`config.mk`:
```
export PLATFORM = sky130hd
export DESIGN_NAME = long_mode_page_walk
export DESIGN_NICKNAME = d
export VERILOG_FILES = /design/src/rtl/walk_pkg.sv /design/src/rtl/canon_check.sv /design/src/rtl/entry_addr.sv /design/src/rtl/long_mode_page_walk.sv
export VERILOG_INCLUDE_DIRS = /design/src /design/src/rtl
export SDC_FILE = /design/constraint.sdc
export NUM_CORES = 1
export LEC_CHECK = 0
export BUFFER_PORTS_ARGS = -buffer_cell sky130_fd_sc_hd__buf_2
export CAP_MARGIN = 10
export CORE_AREA = 2 2 191 193
export DETAILED_ROUTE_END_ITERATION = 10
export DIE_AREA = 0 0 193 195
export HOLD_SLACK_MARGIN = 0.06
export SKIP_CTS_REPAIR_TIMING = 1
export SYNTH_ARGS = -nofsm -noshare
export SYNTH_HDL_FRONTEND = slang
export SYNTH_SLANG_ARGS = --single-unit
export TNS_END_PERCENT = 1
```
`constraint.sdc`:
```
create_clock -name clk -period 6.7 [get_ports clk]
set_input_delay 2.01 -clock clk [delete_from_list [all_inputs] [get_ports clk]]
set_output_delay 2.01 -clock clk [all_outputs]
set_load 0.005 [all_outputs]
```
`src/rtl/walk_defines.svh`:
```
// Purpose: shared constants of the long-mode table walker
// Assumes: included by the package and every design file
// Notes:   widths, field positions and reset values only
`ifndef WALK_DEFINES_SVH
`define WALK_DEFINES_SVH

// ************************************************************
// widths
// ************************************************************
`define VA_W        64
`define PA_W        52
`define IDX_W       9
`define BASE_W      40
`define TAG_W       12
`define LEN_W       4
`define FQ_W        32
`define CNT_W       16

// ************************************************************
// root pointer and table entry fields
// ************************************************************
`define BASE_HI     51
`define BASE_LO     12
`define WT_BIT      3
`define CD_BIT      4
`define PRESENT_BIT 0
`define LPS_BIT     7
`define ENT_SH      3
`define ROOT_RST    64'h0000000000000000

// ************************************************************
// virtual address fields
// ************************************************************
`define MSB_4LV     47
`define MSB_5LV     56
`define L5_LO       48
`define L4_LO       39
`define L3_LO       30
`define L2_LO       21
`define L1_LO       12

// ************************************************************
// feature query bits
// ************************************************************
`define FQ_5LV_BIT  16
`define FQ_1G_BIT   26

`endif

```
`src/rtl/walk_pkg.sv`:
```
// Purpose: types shared by the table walker files
// Assumes: walk_defines.svh on the include path
// Notes:   carriers are packed structs
package walk_pkg;
`include "walk_defines.svh"

    // ************************************************************
    // enumerations
    // ************************************************************
    typedef enum logic [2:0] {LV5, LV4, LV3, LV2, LV1} level_t;
    typedef enum logic [1:0] {PG_4K, PG_2M, PG_1G} page_size_t;
    typedef enum logic [1:0] {FLT_NONE, FLT_GP, FLT_SS, FLT_PF} fault_t;
    typedef enum logic {ST_IDLE, ST_WAIT} walk_state_t;

    // ************************************************************
    // carriers
    // ************************************************************
    typedef struct packed {
        logic [`VA_W-1:0]  vaddr;
        logic [`LEN_W-1:0] len_m1;
        logic              stack;
    } xlat_req_t;

    typedef struct packed {
        logic [`PA_W-1:0]  paddr;
        page_size_t        size;
        fault_t            fault;
        logic [`TAG_W-1:0] tag;
    } xlat_resp_t;

    typedef struct packed {
        logic [`PA_W-1:0] addr;
        logic             write_through;
        logic             no_cache;
    } mem_req_t;

    // nine-bit table index of a level, 512 entries per table
    function automatic logic [`IDX_W-1:0] index_of(input level_t lv, input logic [`VA_W-1:0] va);
        logic [`IDX_W-1:0] idx;
        idx = va[`L1_LO +: `IDX_W];
        case (lv) // [RL18]
            LV5:     idx = va[`L5_LO +: `IDX_W];
            LV4:     idx = va[`L4_LO +: `IDX_W];
            LV3:     idx = va[`L3_LO +: `IDX_W];
            LV2:     idx = va[`L2_LO +: `IDX_W];
            default: idx = va[`L1_LO +: `IDX_W];
        endcase
        return idx;
    endfunction

endpackage

```
`src/rtl/canon_check.sv`:
```
// Purpose: canonical form test of one virtual byte address
// Assumes: top implemented bit is 47, or 56 with five levels
// Notes:   purely combinational
`timescale 1ns/1ps
`include "walk_defines.svh"

module canon_check (
    input  wire logic [`VA_W-1:0] addr,
    input  wire logic             five_level,
    output logic                  ok
);
    // bits from the top implemented bit through bit 63
    wire [`VA_W-1-`MSB_4LV:0] upper4 = addr[`VA_W-1:`MSB_4LV];
    wire [`VA_W-1-`MSB_5LV:0] upper5 = addr[`VA_W-1:`MSB_5LV];

    // all ones or all zeros
    assign ok = five_level ? (&upper5 | ~|upper5) : (&upper4 | ~|upper4); // [RL9] [RL19]
endmodule

```
`src/rtl/entry_addr.sv`:
```
// Purpose: physical address of the next table entry to fetch
// Assumes: tables are 4-Kbyte aligned, entries eight bytes
// Notes:   purely combinational
`timescale 1ns/1ps
`include "walk_defines.svh"

module entry_addr (
    input  wire logic [`BASE_W-1:0] base,
    input  wire walk_pkg::level_t   level,
    input  wire logic [`VA_W-1:0]   vaddr,
    output logic [`PA_W-1:0]        addr
);
    wire [`IDX_W-1:0] idx = walk_pkg::index_of(level, vaddr);

    // base plus index times eight, no adder needed
    assign addr = {base, idx, {`ENT_SH{1'b0}}}; // [RL25] [RL3]
endmodule

```
`src/rtl/long_mode_page_walk.sv`:
```
// Purpose: long-mode translation of virtual to physical addresses
// Assumes: one outstanding table read, memory answers with a pulse
// Notes:   no translation cache held here; fill pulse goes outside
`timescale 1ns/1ps
`include "walk_defines.svh"

// Contract
// [RL1] long mode without extension raises protection fault
// [RL2] map 64-bit virtual to 52-bit physical
// [RL3] table entries are 64 bits wide
// [RL4] level-4 map precedes directory-pointer table
// [RL5] large-page bit picks 4K/2M, size-extension ignored
// [RL6] 1G page ends walk at pointer entry
// [RL7] five-level reported bit 16, level-5 table
// [RL8] five-level only while long mode active
// [RL9] every byte address must be canonical
// [RL10] root points at level-4 or level-5 table
// [RL11] root base bits 51:12, low bits zero
// [RL12] software zeroes unimplemented root base bits
// [RL13] root bit 3 selects write-through
// [RL14] root bit 3 clear means write-back
// [RL15] root bit 4 set means not cacheable
// [RL16] root bits 11:0 give context tag
// [RL17] software zeroes reserved root bits
// [RL18] nine-bit index fields, 12-bit page offset
// [RL19] bits above 56 copy bit 56
// [RL20] 2M page stops at directory entry
// [RL21] 1G page stops, offset bits 29:0
// [RL22] bit 7 set ends walk, clear continues
// [RL23] 1G support bit 26, TRANSLATION_LOOKASIDE_BUFFER counts reported
// [RL24] not-present entry faults, never cached
// [RL25] one level per fetch, base plus index*8
module long_mode_page_walk #(
    parameter bit                FIVE_LEVEL_SUPPORTED = 1'b1,
    parameter bit                ONE_GIG_SUPPORTED    = 1'b1,
    parameter logic [`CNT_W-1:0] TLB_1G_L1            = 16'h0008,
    parameter logic [`CNT_W-1:0] TLB_1G_L2            = 16'h0010
) (
    input  wire logic                 clk,
    input  wire logic                 resetn,
    input  wire logic                 clk_en,
    input  wire logic                 address_extension_enable,
    input  wire logic                 long_mode_request,
    input  wire logic                 five_level_enable,
    input  wire logic                 context_tag_enable,
    input  wire logic                 root_wr,
    input  wire logic [`VA_W-1:0]     root_wdata,
    input  wire logic                 req_valid,
    input  wire walk_pkg::xlat_req_t  req,
    input  wire logic                 mem_rvalid,
    input  wire logic [`VA_W-1:0]     mem_rdata,
    output logic                      long_mode_active_q,
    output logic                      five_level_q,
    output logic                      mode_fault_q,
    output logic [`VA_W-1:0]          root_q,
    output logic                      req_ready_q,
    output logic                      mem_req_valid_q,
    output walk_pkg::mem_req_t        mem_req_q,
    output logic                      resp_valid_q,
    output walk_pkg::xlat_resp_t      resp_q,
    output logic                      tlb_fill_q,
    output logic [`FQ_W-1:0]          feature_ecx_q,
    output logic [`FQ_W-1:0]          feature_edx_q,
    output logic [`CNT_W-1:0]         tlb_1g_l1_q,
    output logic [`CNT_W-1:0]         tlb_1g_l2_q
);

    // ************************************************************
    // declarations
    // ************************************************************
    walk_pkg::walk_state_t state_q;
    walk_pkg::walk_state_t state_d;
    walk_pkg::level_t      level_q;
    walk_pkg::level_t      start_lv;
    walk_pkg::level_t      next_lv;
    walk_pkg::level_t      walk_lv;
    walk_pkg::xlat_resp_t  resp_d;
    logic [`VA_W-1:0]      vaddr_q;
    logic                  lmreq_q;
    logic                  first_ok;
    logic                  last_ok;
    logic [`PA_W-1:0]      fetch_addr;

    // feature words are constants of the build
    localparam logic [`FQ_W-1:0] FQ_ECX = {{(`FQ_W-1){1'b0}}, FIVE_LEVEL_SUPPORTED} << `FQ_5LV_BIT;
    localparam logic [`FQ_W-1:0] FQ_EDX = {{(`FQ_W-1){1'b0}}, ONE_GIG_SUPPORTED} << `FQ_1G_BIT;

    // ************************************************************
    // mode control
    // ************************************************************
    // activation is taken on the rising request only
    wire act_rise = long_mode_request & ~lmreq_q;
    wire act_ok   = act_rise & address_extension_enable; // [RL1]
    wire act_bad  = act_rise & ~address_extension_enable; // [RL1]

    // five-level control is dead outside long mode
    wire five_now = long_mode_active_q & five_level_enable & FIVE_LEVEL_SUPPORTED; // [RL8] [RL7]

    // ************************************************************
    // request side
    // ************************************************************
    wire accept = req_valid & req_ready_q;
    wire [`VA_W-1:0] last_byte = req.vaddr + {{(`VA_W-`LEN_W){1'b0}}, req.len_m1};
    wire canon_ok   = first_ok & last_ok; // [RL9]
    wire start_walk = accept & long_mode_active_q & canon_ok;

    // both ends of the reference; a span crossing the hole fails at its end
    canon_check u_first (
        .addr       (req.vaddr),
        .five_level (five_now),
        .ok         (first_ok)
    );
    canon_check u_last (
        .addr       (last_byte),
        .five_level (five_now),
        .ok         (last_ok)
    );

    // ************************************************************
    // entry decode
    // ************************************************************
    // size-extension control has no input: long mode always uses bit 7
    wire hit     = (state_q == walk_pkg::ST_WAIT) & mem_rvalid;
    wire present = mem_rdata[`PRESENT_BIT];
    wire lps     = mem_rdata[`LPS_BIT];
    wire end_1g  = (level_q == walk_pkg::LV3) & lps & ONE_GIG_SUPPORTED; // [RL6] [RL22]
    wire end_2m  = (level_q == walk_pkg::LV2) & lps; // [RL5] [RL22]
    wire end_4k  = (level_q == walk_pkg::LV1);
    wire leaf    = end_1g | end_2m | end_4k;
    wire step    = hit & present & ~leaf; // [RL22]
    wire done    = hit & (~present | leaf);
    wire [`BASE_W-1:0] ent_base = mem_rdata[`BASE_HI:`BASE_LO];

    // physical page plus page offset for each size
    wire [`PA_W-1:0] pa_4k = {mem_rdata[`BASE_HI:`L1_LO], vaddr_q[`L1_LO-1:0]}; // [RL18] [RL2]
    wire [`PA_W-1:0] pa_2m = {mem_rdata[`BASE_HI:`L2_LO], vaddr_q[`L2_LO-1:0]}; // [RL20]
    wire [`PA_W-1:0] pa_1g = {mem_rdata[`BASE_HI:`L3_LO], vaddr_q[`L3_LO-1:0]}; // [RL21]

    // ************************************************************
    // next fetch address
    // ************************************************************
    // top level is level-5 with five levels on, else level-4
    assign start_lv = five_now ? walk_pkg::LV5 : walk_pkg::LV4; // [RL4] [RL10]
    assign next_lv  = walk_pkg::level_t'(level_q + 3'h1); // [RL25]
    assign walk_lv  = accept ? start_lv : next_lv;
    wire [`BASE_W-1:0] walk_base = accept ? root_q[`BASE_HI:`BASE_LO] : ent_base; // [RL11]
    wire [`VA_W-1:0]   walk_va   = accept ? req.vaddr : vaddr_q;

    entry_addr u_addr (
        .base  (walk_base),
        .level (walk_lv),
        .vaddr (walk_va),
        .addr  (fetch_addr)
    );

    // top table takes the root attributes; lower tables those of the entry
    wire wt_sel = accept ? root_q[`WT_BIT] : mem_rdata[`WT_BIT]; // [RL13] [RL14]
    wire cd_sel = accept ? root_q[`CD_BIT] : mem_rdata[`CD_BIT]; // [RL15]
    wire [`TAG_W-1:0] tag_sel = context_tag_enable ? root_q[`TAG_W-1:0] : {`TAG_W{1'b0}}; // [RL16]

    // ************************************************************
    // response selection
    // ************************************************************
    // outside long mode the address passes untranslated
    always_comb begin
        resp_d       = '0;
        resp_d.size  = walk_pkg::PG_4K;
        resp_d.fault = walk_pkg::FLT_NONE;
        resp_d.tag   = tag_sel;
        if (accept & ~long_mode_active_q) begin
            resp_d.paddr = req.vaddr[`PA_W-1:0];
        end else if (accept & ~canon_ok) begin
            resp_d.fault = req.stack ? walk_pkg::FLT_SS : walk_pkg::FLT_GP; // [RL9]
        end else if (hit & ~present) begin
            resp_d.fault = walk_pkg::FLT_PF; // [RL24]
        end else if (end_1g) begin
            resp_d.paddr = pa_1g;
            resp_d.size  = walk_pkg::PG_1G;
        end else if (end_2m) begin
            resp_d.paddr = pa_2m;
            resp_d.size  = walk_pkg::PG_2M;
        end else begin
            resp_d.paddr = pa_4k;
        end
    end

    wire resp_fire = (accept & ~start_walk) | done;

    // ************************************************************
    // walk state
    // ************************************************************
    always_comb begin
        state_d = state_q;
        unique case (state_q)
            walk_pkg::ST_IDLE: begin
                if (start_walk) begin
                    state_d = walk_pkg::ST_WAIT;
                end
            end
            walk_pkg::ST_WAIT: begin
                if (done) begin
                    state_d = walk_pkg::ST_IDLE;
                end
            end
        endcase
    end

    always_ff @(posedge clk or negedge resetn) begin
        if (!resetn) begin
            state_q     <= walk_pkg::ST_IDLE;
            req_ready_q <= 1'b1;
        end else if (clk_en) begin
            state_q     <= state_d;
            req_ready_q <= (state_d == walk_pkg::ST_IDLE);
        end
    end

    // level and address under walk, one level per fetch
    always_ff @(posedge clk or negedge resetn) begin
        if (!resetn) begin
            level_q <= walk_pkg::LV4;
            vaddr_q <= '0;
        end else if (clk_en) begin
            if (start_walk | step) begin
                level_q <= walk_lv; // [RL25]
            end
            if (start_walk) begin
                vaddr_q <= req.vaddr;
            end
        end
    end

    // ************************************************************
    // memory request
    // ************************************************************
    always_ff @(posedge clk or negedge resetn) begin
        if (!resetn) begin
            mem_req_valid_q <= 1'b0;
            mem_req_q       <= '0;
        end else if (clk_en) begin
            mem_req_valid_q <= start_walk | step; // [RL25]
            if (start_walk | step) begin
                mem_req_q <= '{addr: fetch_addr, write_through: wt_sel, no_cache: cd_sel};
            end
        end
    end

    // ************************************************************
    // answer to the core
    // ************************************************************
    always_ff @(posedge clk or negedge resetn) begin
        if (!resetn) begin
            resp_valid_q <= 1'b0;
            tlb_fill_q   <= 1'b0;
            resp_q       <= '0;
        end else if (clk_en) begin
            resp_valid_q <= resp_fire;
            tlb_fill_q   <= hit & present & leaf; // [RL24]
            if (resp_fire) begin
                resp_q <= resp_d;
            end
        end
    end

    // ************************************************************
    // control registers
    // ************************************************************
    // root is stored as written; zeroing reserved bits is software's job
    always_ff @(posedge clk or negedge resetn) begin
        if (!resetn) begin
            root_q <= `ROOT_RST;
        end else if (clk_en & root_wr) begin
            root_q <= root_wdata; // [RL12] [RL17]
        end
    end

    // dropping the request leaves long mode
    always_ff @(posedge clk or negedge resetn) begin
        if (!resetn) begin
            lmreq_q            <= 1'b0;
            long_mode_active_q <= 1'b0;
            mode_fault_q       <= 1'b0;
            five_level_q       <= 1'b0;
        end else if (clk_en) begin
            lmreq_q            <= long_mode_request;
            long_mode_active_q <= act_ok | (long_mode_active_q & long_mode_request);
            mode_fault_q       <= act_bad; // [RL1]
            five_level_q       <= five_now; // [RL8]
        end
    end

    // ************************************************************
    // feature query words
    // ************************************************************
    always_ff @(posedge clk or negedge resetn) begin
        if (!resetn) begin
            feature_ecx_q <= FQ_ECX; // [RL7]
            feature_edx_q <= FQ_EDX; // [RL23]
            tlb_1g_l1_q   <= TLB_1G_L1;
            tlb_1g_l2_q   <= TLB_1G_L2;
        end else if (clk_en) begin
            feature_ecx_q <= FQ_ECX;
            feature_edx_q <= FQ_EDX;
            tlb_1g_l1_q   <= TLB_1G_L1; // [RL23]
            tlb_1g_l2_q   <= TLB_1G_L2;
        end
    end
endmodule

```
== Word-level counts from Yosys, hierarchy flattened ==
Cells that the tools add are included.

* Add/sub/neg operators: 2
* Reduce and logical (&&, ||, !) cells: 16
* Bitwise gates (word level): 40
* Mux-type cells: 23
* Eq/ne operators: 6

{| class="wikitable"
|+ Operators with widths
! kind !! count
|-
| $mux W54 || 2
|-
| $add A64 B4 Y64 || 1
|-
| $mux W57 || 1
|-
| $mux W52 || 1
|-
| $mux W40 || 1
|-
| $pmux W9 S4 || 1
|-
| $reduce_and A17 Y1 || 2
|-
| $reduce_or A17 Y1 || 2
|-
| $mux W32 || 1
|-
| $and A1 B1 Y1 || 21
|-
| $mux W21 || 1
|-
| $reduce_and A8 Y1 || 2
|-
| $reduce_or A8 Y1 || 2
|-
| $eq A3 B2 Y1 const B || 4
|-
| $mux W12 || 1
|-
| $or A1 B1 Y1 || 10
|-
| $not A1 Y1 || 9
|-
| $mux W1 || 8
|-
| $mux W2 || 3
|-
| $reduce_and A2 Y1 || 3
|-
| $logic_not A1 Y1 || 4
|-
| $mux W4 || 1
|-
| $add A3 B1 Y3 const B || 1
|-
| $eq A3 B1 Y1 const B || 1
|-
| other kinds (4) || 4
|}

* Flip-flop bits (word level): 252
* Output and inout port bits: 289
* Word-level logic and storage cells: 106
* Input bits: 207

== Longest topological paths before layout ==
* Word-level depth: 11
* Mapped depth: 12

== Modules after synthesis ==
From an unflattened synthesis, not the netlist that was laid out.

* Cells, all modules: 1596
* Area, all modules: 14909.3 um^2

{| class="wikitable"
|+ Modules (own cells, without submodules)
! module !! cells an instance !! instances !! area each (um^2)
|-
| long_mode_page_walk || 1466 || 1 || 13963.4
|-
| entry_addr || 96 || 1 || 765.7
|-
| canon_check || 17 || 2 || 90.1
|}

== Worst setup path after synthesis ==
OpenSTA, ideal clock, no wires.

* Path kind: input to register
* Start: input req[2] (netlist name)
* End: register mem_req_q[45] (netlist name)
* Buffers on the path: 2
* Library setup time: 0.125 ns
* Setup slack: 1.770 ns
* Arrival: 4.806 ns
* Stages on the path: 12
* Required time: 6.575 ns
* Cells stage by stage: ha_1 > nand3_1 > a22oi_1 > nand4_1 > nor2_1 > mux2_2 > or4_1 > o21ai_0 > o21a_1 > buf_2 > buf_2 > mux2_2

* Word-level cells in the longest chain between the ends: 9
* Elaborated cells on any way between the ends: 14
* Those cells by class: 1 x add/sub; 1 x mux; 5 x bitwise; 7 x reduce/logical

{| class="wikitable"
|+ Ends and longest elaborated chain
! element !! line !! RTL
|-
| start: declaration || long_mode_page_walk.sv:49 || <nowiki>input wire walk_pkg::xlat_req_t req,</nowiki>
|-
| $add A64 B4 Y64 (*) || long_mode_page_walk.sv:103 || <nowiki>wire [`VA_W-1:0] last_byte = req.vaddr + {{(`VA_W-`LEN_W){1'b0}}, req.len_m1};</nowiki>
|-
| $reduce_or A17 Y1 or $reduce_or A8 Y1 (tied branches) || canon_check.sv:17 || <nowiki>assign ok = five_level ? (&upper5 | ~|upper5) : (&upper4 | ~|upper4);</nowiki>
|-
| $logic_not A1 Y1 || canon_check.sv:17 ||
|-
| $or A1 B1 Y1 || canon_check.sv:17 ||
|-
| $mux W1 (*) || canon_check.sv:17 ||
|-
| $and A1 B1 Y1 (*) || long_mode_page_walk.sv:104 || <nowiki>wire canon_ok = first_ok & last_ok;</nowiki>
|-
| $and A1 B1 Y1 (*) || long_mode_page_walk.sv:105 || <nowiki>wire start_walk = accept & long_mode_active_q & canon_ok;</nowiki>
|-
| $or A1 B1 Y1 (*) || long_mode_page_walk.sv:242 || <nowiki>if (start_walk | step) begin</nowiki>
|-
| $reduce_and A2 Y1 (no line) (*) || -- ||
|-
| end signal: assignment || long_mode_page_walk.sv:243 || <nowiki>mem_req_q <= '{addr: fetch_addr, write_through: wt_sel, no_cache: cd_sel};</nowiki>
|-
| end: declaration || long_mode_page_walk.sv:58 || <nowiki>output walk_pkg::mem_req_t mem_req_q,</nowiki>
|}

Mark *: on every way between the ends. The rest lies on a longest branch, timed or not.
A chain may end at the register's enable or synchronous reset.

== Worst setup path after layout ==
* Start: input req[6] (netlist name)
* End: register mem_req_q[35] (netlist name)

The elaborated chain is that of the path after synthesis.

==> results by stage <==
Power:
- The analysis attributes to cell leakage a power of 8.04 nW.
- Per report_power, the clock group accounts for 32.6% of the total.
- Combinational logic burns 26.9% of the power.
- The worst IR drop on VDD is 202 uV.
- The cell internal power dissipation is 3.56 mW.
- The switching power summed over all nets is 1.56 mW.
- Of the total power, registers draw 40.5%.
- Net switching is 30.6% of the power.
- Dividing total power by cell area gives a power density of 316 nW/um^2.

Min path:
- In this run the most critical hold path is launched from mem_req_valid_q.
- In this run the worst hold path is classified as reg2reg.
- The worst hold path terminates at mem_req_valid_q.
- Along the worst hold path, the cell count comes to 1.

Critical path:
- The highest net fanout along the worst path is 43.
- For the worst setup path, the data required time is 7.14 ns.
- For flop-to-flop paths, the worst setup slack is 3.29 ns.
- The start of the worst register-to-register path is level_q[0].
- The worst setup path is of the in2reg kind.
- The kind of launch point of the worst setup path is an input pin.
- STA classifies the critical path endpoint as a register.
- The endpoint identified for the worst register-to-register timing path is resp_q[57].
- The arrival time of data at the critical path endpoint is 5.89 ns.
- The path depth of the worst reg2reg path is 10.

Layout:
- The number of nets in the layout is 1,793.
- The area of combinational cells with multiple inputs is 6200 um^2.
- The area overhead of the layout relative to synthesis is 22.6%.
- The sequential cell area is 6310 um^2.
- The layout has 3,359 filler cells.
- In the final layout, the share of cells above drive strength 1 is 42.2%.
- The post-route cell area is 16,200 um^2.

Floorplanning:
- The area of the core region is 35,400 um^2.
- The floorplan step defined a die boundary enclosing 37,600 um^2.
- The initial core utilization is 37.3%.
- In this run the count of I/O pins placed on the die edge is 496.
- The die is 193 um wide.
- In this run the core area contains 69 standard-cell rows.
- The die is 195 um tall.

Timing:
- The final number of setup-violating endpoints is 0.
- The final-report hold violation count is 0.
- The transition at the pin with the smallest max-transition slack is 1.06 ns.
- The count of pins over their slew limit is 0.
- The highest clock rate is 183 MHz.
- Measured against its own limit, the worst slew margin works out to 28.7%.
- Summed over all failing endpoints, the final setup total negative slack is 0 ns.
- The worst-case clock skew is 0.0144 ns.
- Setup repair after global routing left no endpoint under its margin.
- The fraction of the cycle the final worst path needs is 81.4%.
- For the finished layout, the period the worst path requires is 5.45 ns.

Clock tree:
- TritonCTS built the clock tree.
- Counting every sink on the clock net gives 252.
- In this run, CTS created clock tree buffers numbering 31.
- The tree is rooted in a clkbuf_16.
- The buffer depth of the longest clock path is 3.
- The register clock-pin slew on the reported worst setup and hold paths is 0.06 ns.
- The number of H-tree levels is 1.
- The clock latency on the worst-skew pair is 0.56 ns.

Logic synthesis:
- Synthesis produced a netlist whose cell count is 1,232.
- Sequential cells were found to cover 47.8% of the synthesized design area.
- By instance count, the leading cell after synthesis is dfrtp_1.
- By area the synthesized netlist is led by dfrtp_1 (47%), mux2_2 (17%), nand2_1 (6.4%).
- Ranked by instance count, the synthesized netlist is headed by dfrtp_1 (250), nand2_1 (226), mux2_2 (203).
- For this run, the number of Yosys warnings is 0.
- Dividing the synthesized area by the synthesized cell count gives 10.7 um^2.
- The most frequently used flop master after synthesis is dfrtp_1.
- The proportion of register bits with asynchronous set or reset after synthesis is 100%.
- The count of flip-flops with a built-in enable after synthesis is 0.
- The register bit count reported by yosys is 252.
- In this run, distinct cell masters in the synthesized netlist total 58.
- Summed over all instances, the cell type with the most area after synthesis is dfrtp_1.
- Of the post-synthesis cell area, the dominant cell type holds 47.4%.
- The post-synthesis instance area is 13,200 um^2.

GRT:
- The number of antenna violations at the first check in global routing is 4.
- The number of global-route vias before repair is 10,800.
- The wire length of the first global-routing pass is 63.7 mm.
- Entering global routing, the biggest net connects 129 pins.
- The total global routing overflow is 0.
- In the global route stage, overall resource usage came out at 21.8%.
- The met2 routing resource usage after global routing is 37.1%.
- Global routing consumed, on the met3 layer, 5.09% of the routing resources.
- The global routing stage identified its most utilized layer as met2.
- Global routing used 27.7% of the available met1 tracks.

Placement:
- The routability-driven placement congestion ratio is 0.898.
- In this run the cell area measured after placement is 15,200 um^2.
- The post-DP HPWL is 30.4 mm.
- Input and output buffers added on the ports amount to 376.

Routing:
- The count of unresolved DRC violations after routing is 0.
- The iteration count of the initial detailed-routing pass is 5.
- The DRC violation total after the first TritonRoute iteration is 529.
- The final routed wire length divided by cell count is 20.3 um.
- The total wirelength of the detailed-routed design is 41.9 mm.
- The routed layout has 10,800 vias.
- Dividing the detail-routed via count by the number of cells gives 5.22.
- The count of nets left with antenna violations once routing finished came out at 0.

Run:
- Max-cap violations in this run came to 0.

Status:
- The run finished with clean final reports.
==> cells in the final DEF (no fill, tap or decap), drive strengths merged, types with 3 or more instances in the layout <==
cell and count:
nand4 29, mux2 209, ha 7, o211ai 15, mux4 9, nand3 13
a32oi 33, a31oi 13, nor2 12, or4 3, a2bb2oi 19, a211oi 11
o21ai 94, or3 5, xor2 3, a21oi 7, dfrtp 250, inv 11
o41ai 3, nor2b 10, conb 99, clkbuf 45, nor4 9, nand2 226
buf 395, nor3 7, mux2i 21, or2 5, clkinv 4
==> metrics by stage <==
stage	instances	total power, mW	utilization [%]	setup slack [ns]	hold slack [ns]
6_report	2062	5.12	45.8	1.25	0.479
5_1_grt	2062	5.42	45.8	1.13	0.497
4_1_cts	2060	5.18	45.8	1.26	0.481
3_5_place_dp	2007	3.50	42.9	0.694	0.464
3_3_place_gp	2007	3.46	42.9	0.748	0.442
2_1_floorplan	1329	2.81	-	1.77	0.435
==> final cells by class <==
class	instances	share of cell area [%]
antenna	2	0.0309
clock buffer	45	5.67
clock inverter	8	0.595
inverter	10	0.232
multi-input combinational	889	38.3
sequential	252	38.9
tap	461	3.56
timing repair buffer	395	12.7
==> cells by family (layout without fill, tap and decap cells) <==
kind of cell,count (synthesis),count (layout),share of synthesized area [%]
XOR/XNOR,5,5,0.332
buffers and inverters,188,458,8.45
AND/OR/NAND/NOR,323,323,10.7
other,2,101,0.0569
multiplexers,239,239,20.9
AO/OA/AOI/OAI,216,216,11.1
flip-flops,252,252,47.8
adder cells (fa/ha/maj),7,7,0.663
==> critical path: stages <==
cell     delay, ns
buf_2         0.12
ha_1          0.27
nand3_1       0.06
a22oi_1       0.52
nand4_1       0.42
nor2_1        0.31
mux2_2        0.36
or4_1         0.51
o21ai_0       0.26
o21a_4        0.29
buf_12        0.31
mux2_2        0.39
==> flip-flops by register name (all words and copies together) (netlist names) <==
| register | cells |
|---|---|
| mode_fault_q | 1 |
| resp_q | 68 |
| five_level_q | 1 |
| lmreq_q | 1 |
| level_q | 3 |
| vaddr_q | 57 |
| req_ready_q | 1 |
| root_q | 64 |
| long_mode_active_q | 1 |
| mem_req_q | 51 |
| state_q | 1 |
| tlb_fill_q | 1 |
| mem_req_valid_q | 1 |
| resp_valid_q | 1 |
==> worst max path at each step <==
| stage | start | endpoint | depth (start not counted) |
|---|---|---|---|
| global route | req[6] | mem_req_q[35] | 12 |
| detailed placement | req[6] | resp_q[57] | 13 |
| global placement | req[6] | resp_q[57] | 13 |
| floorplan | req[2] | mem_req_q[45] | 12 |
| CTS | req[6] | resp_q[57] | 13 |
| finish | req[6] | mem_req_q[35] | 12 |
==> layer usage <==
metal  vias up  share of wire, %  wire, um
li1       4919                 -         -
met1      5345                41     17100
met2       421                49     20400
met3        75               8.0      3350
met4         2               2.5      1040
met5         -             0.031        13
==> power groups by stage <==
stage | Sequential (mW) | Clock, mW | Combinational (mW)
global route | 2.13 | 1.77 | 1.52
detailed placement | 2.10 | 0 | 1.40
floorplan | 2.11 | 0 | 0.694
global placement | 2.08 | 0 | 1.37
finish | 2.07 | 1.67 | 1.38
CTS | 2.08 | 1.70 | 1.40
Power figures use the tool's default switching activity.
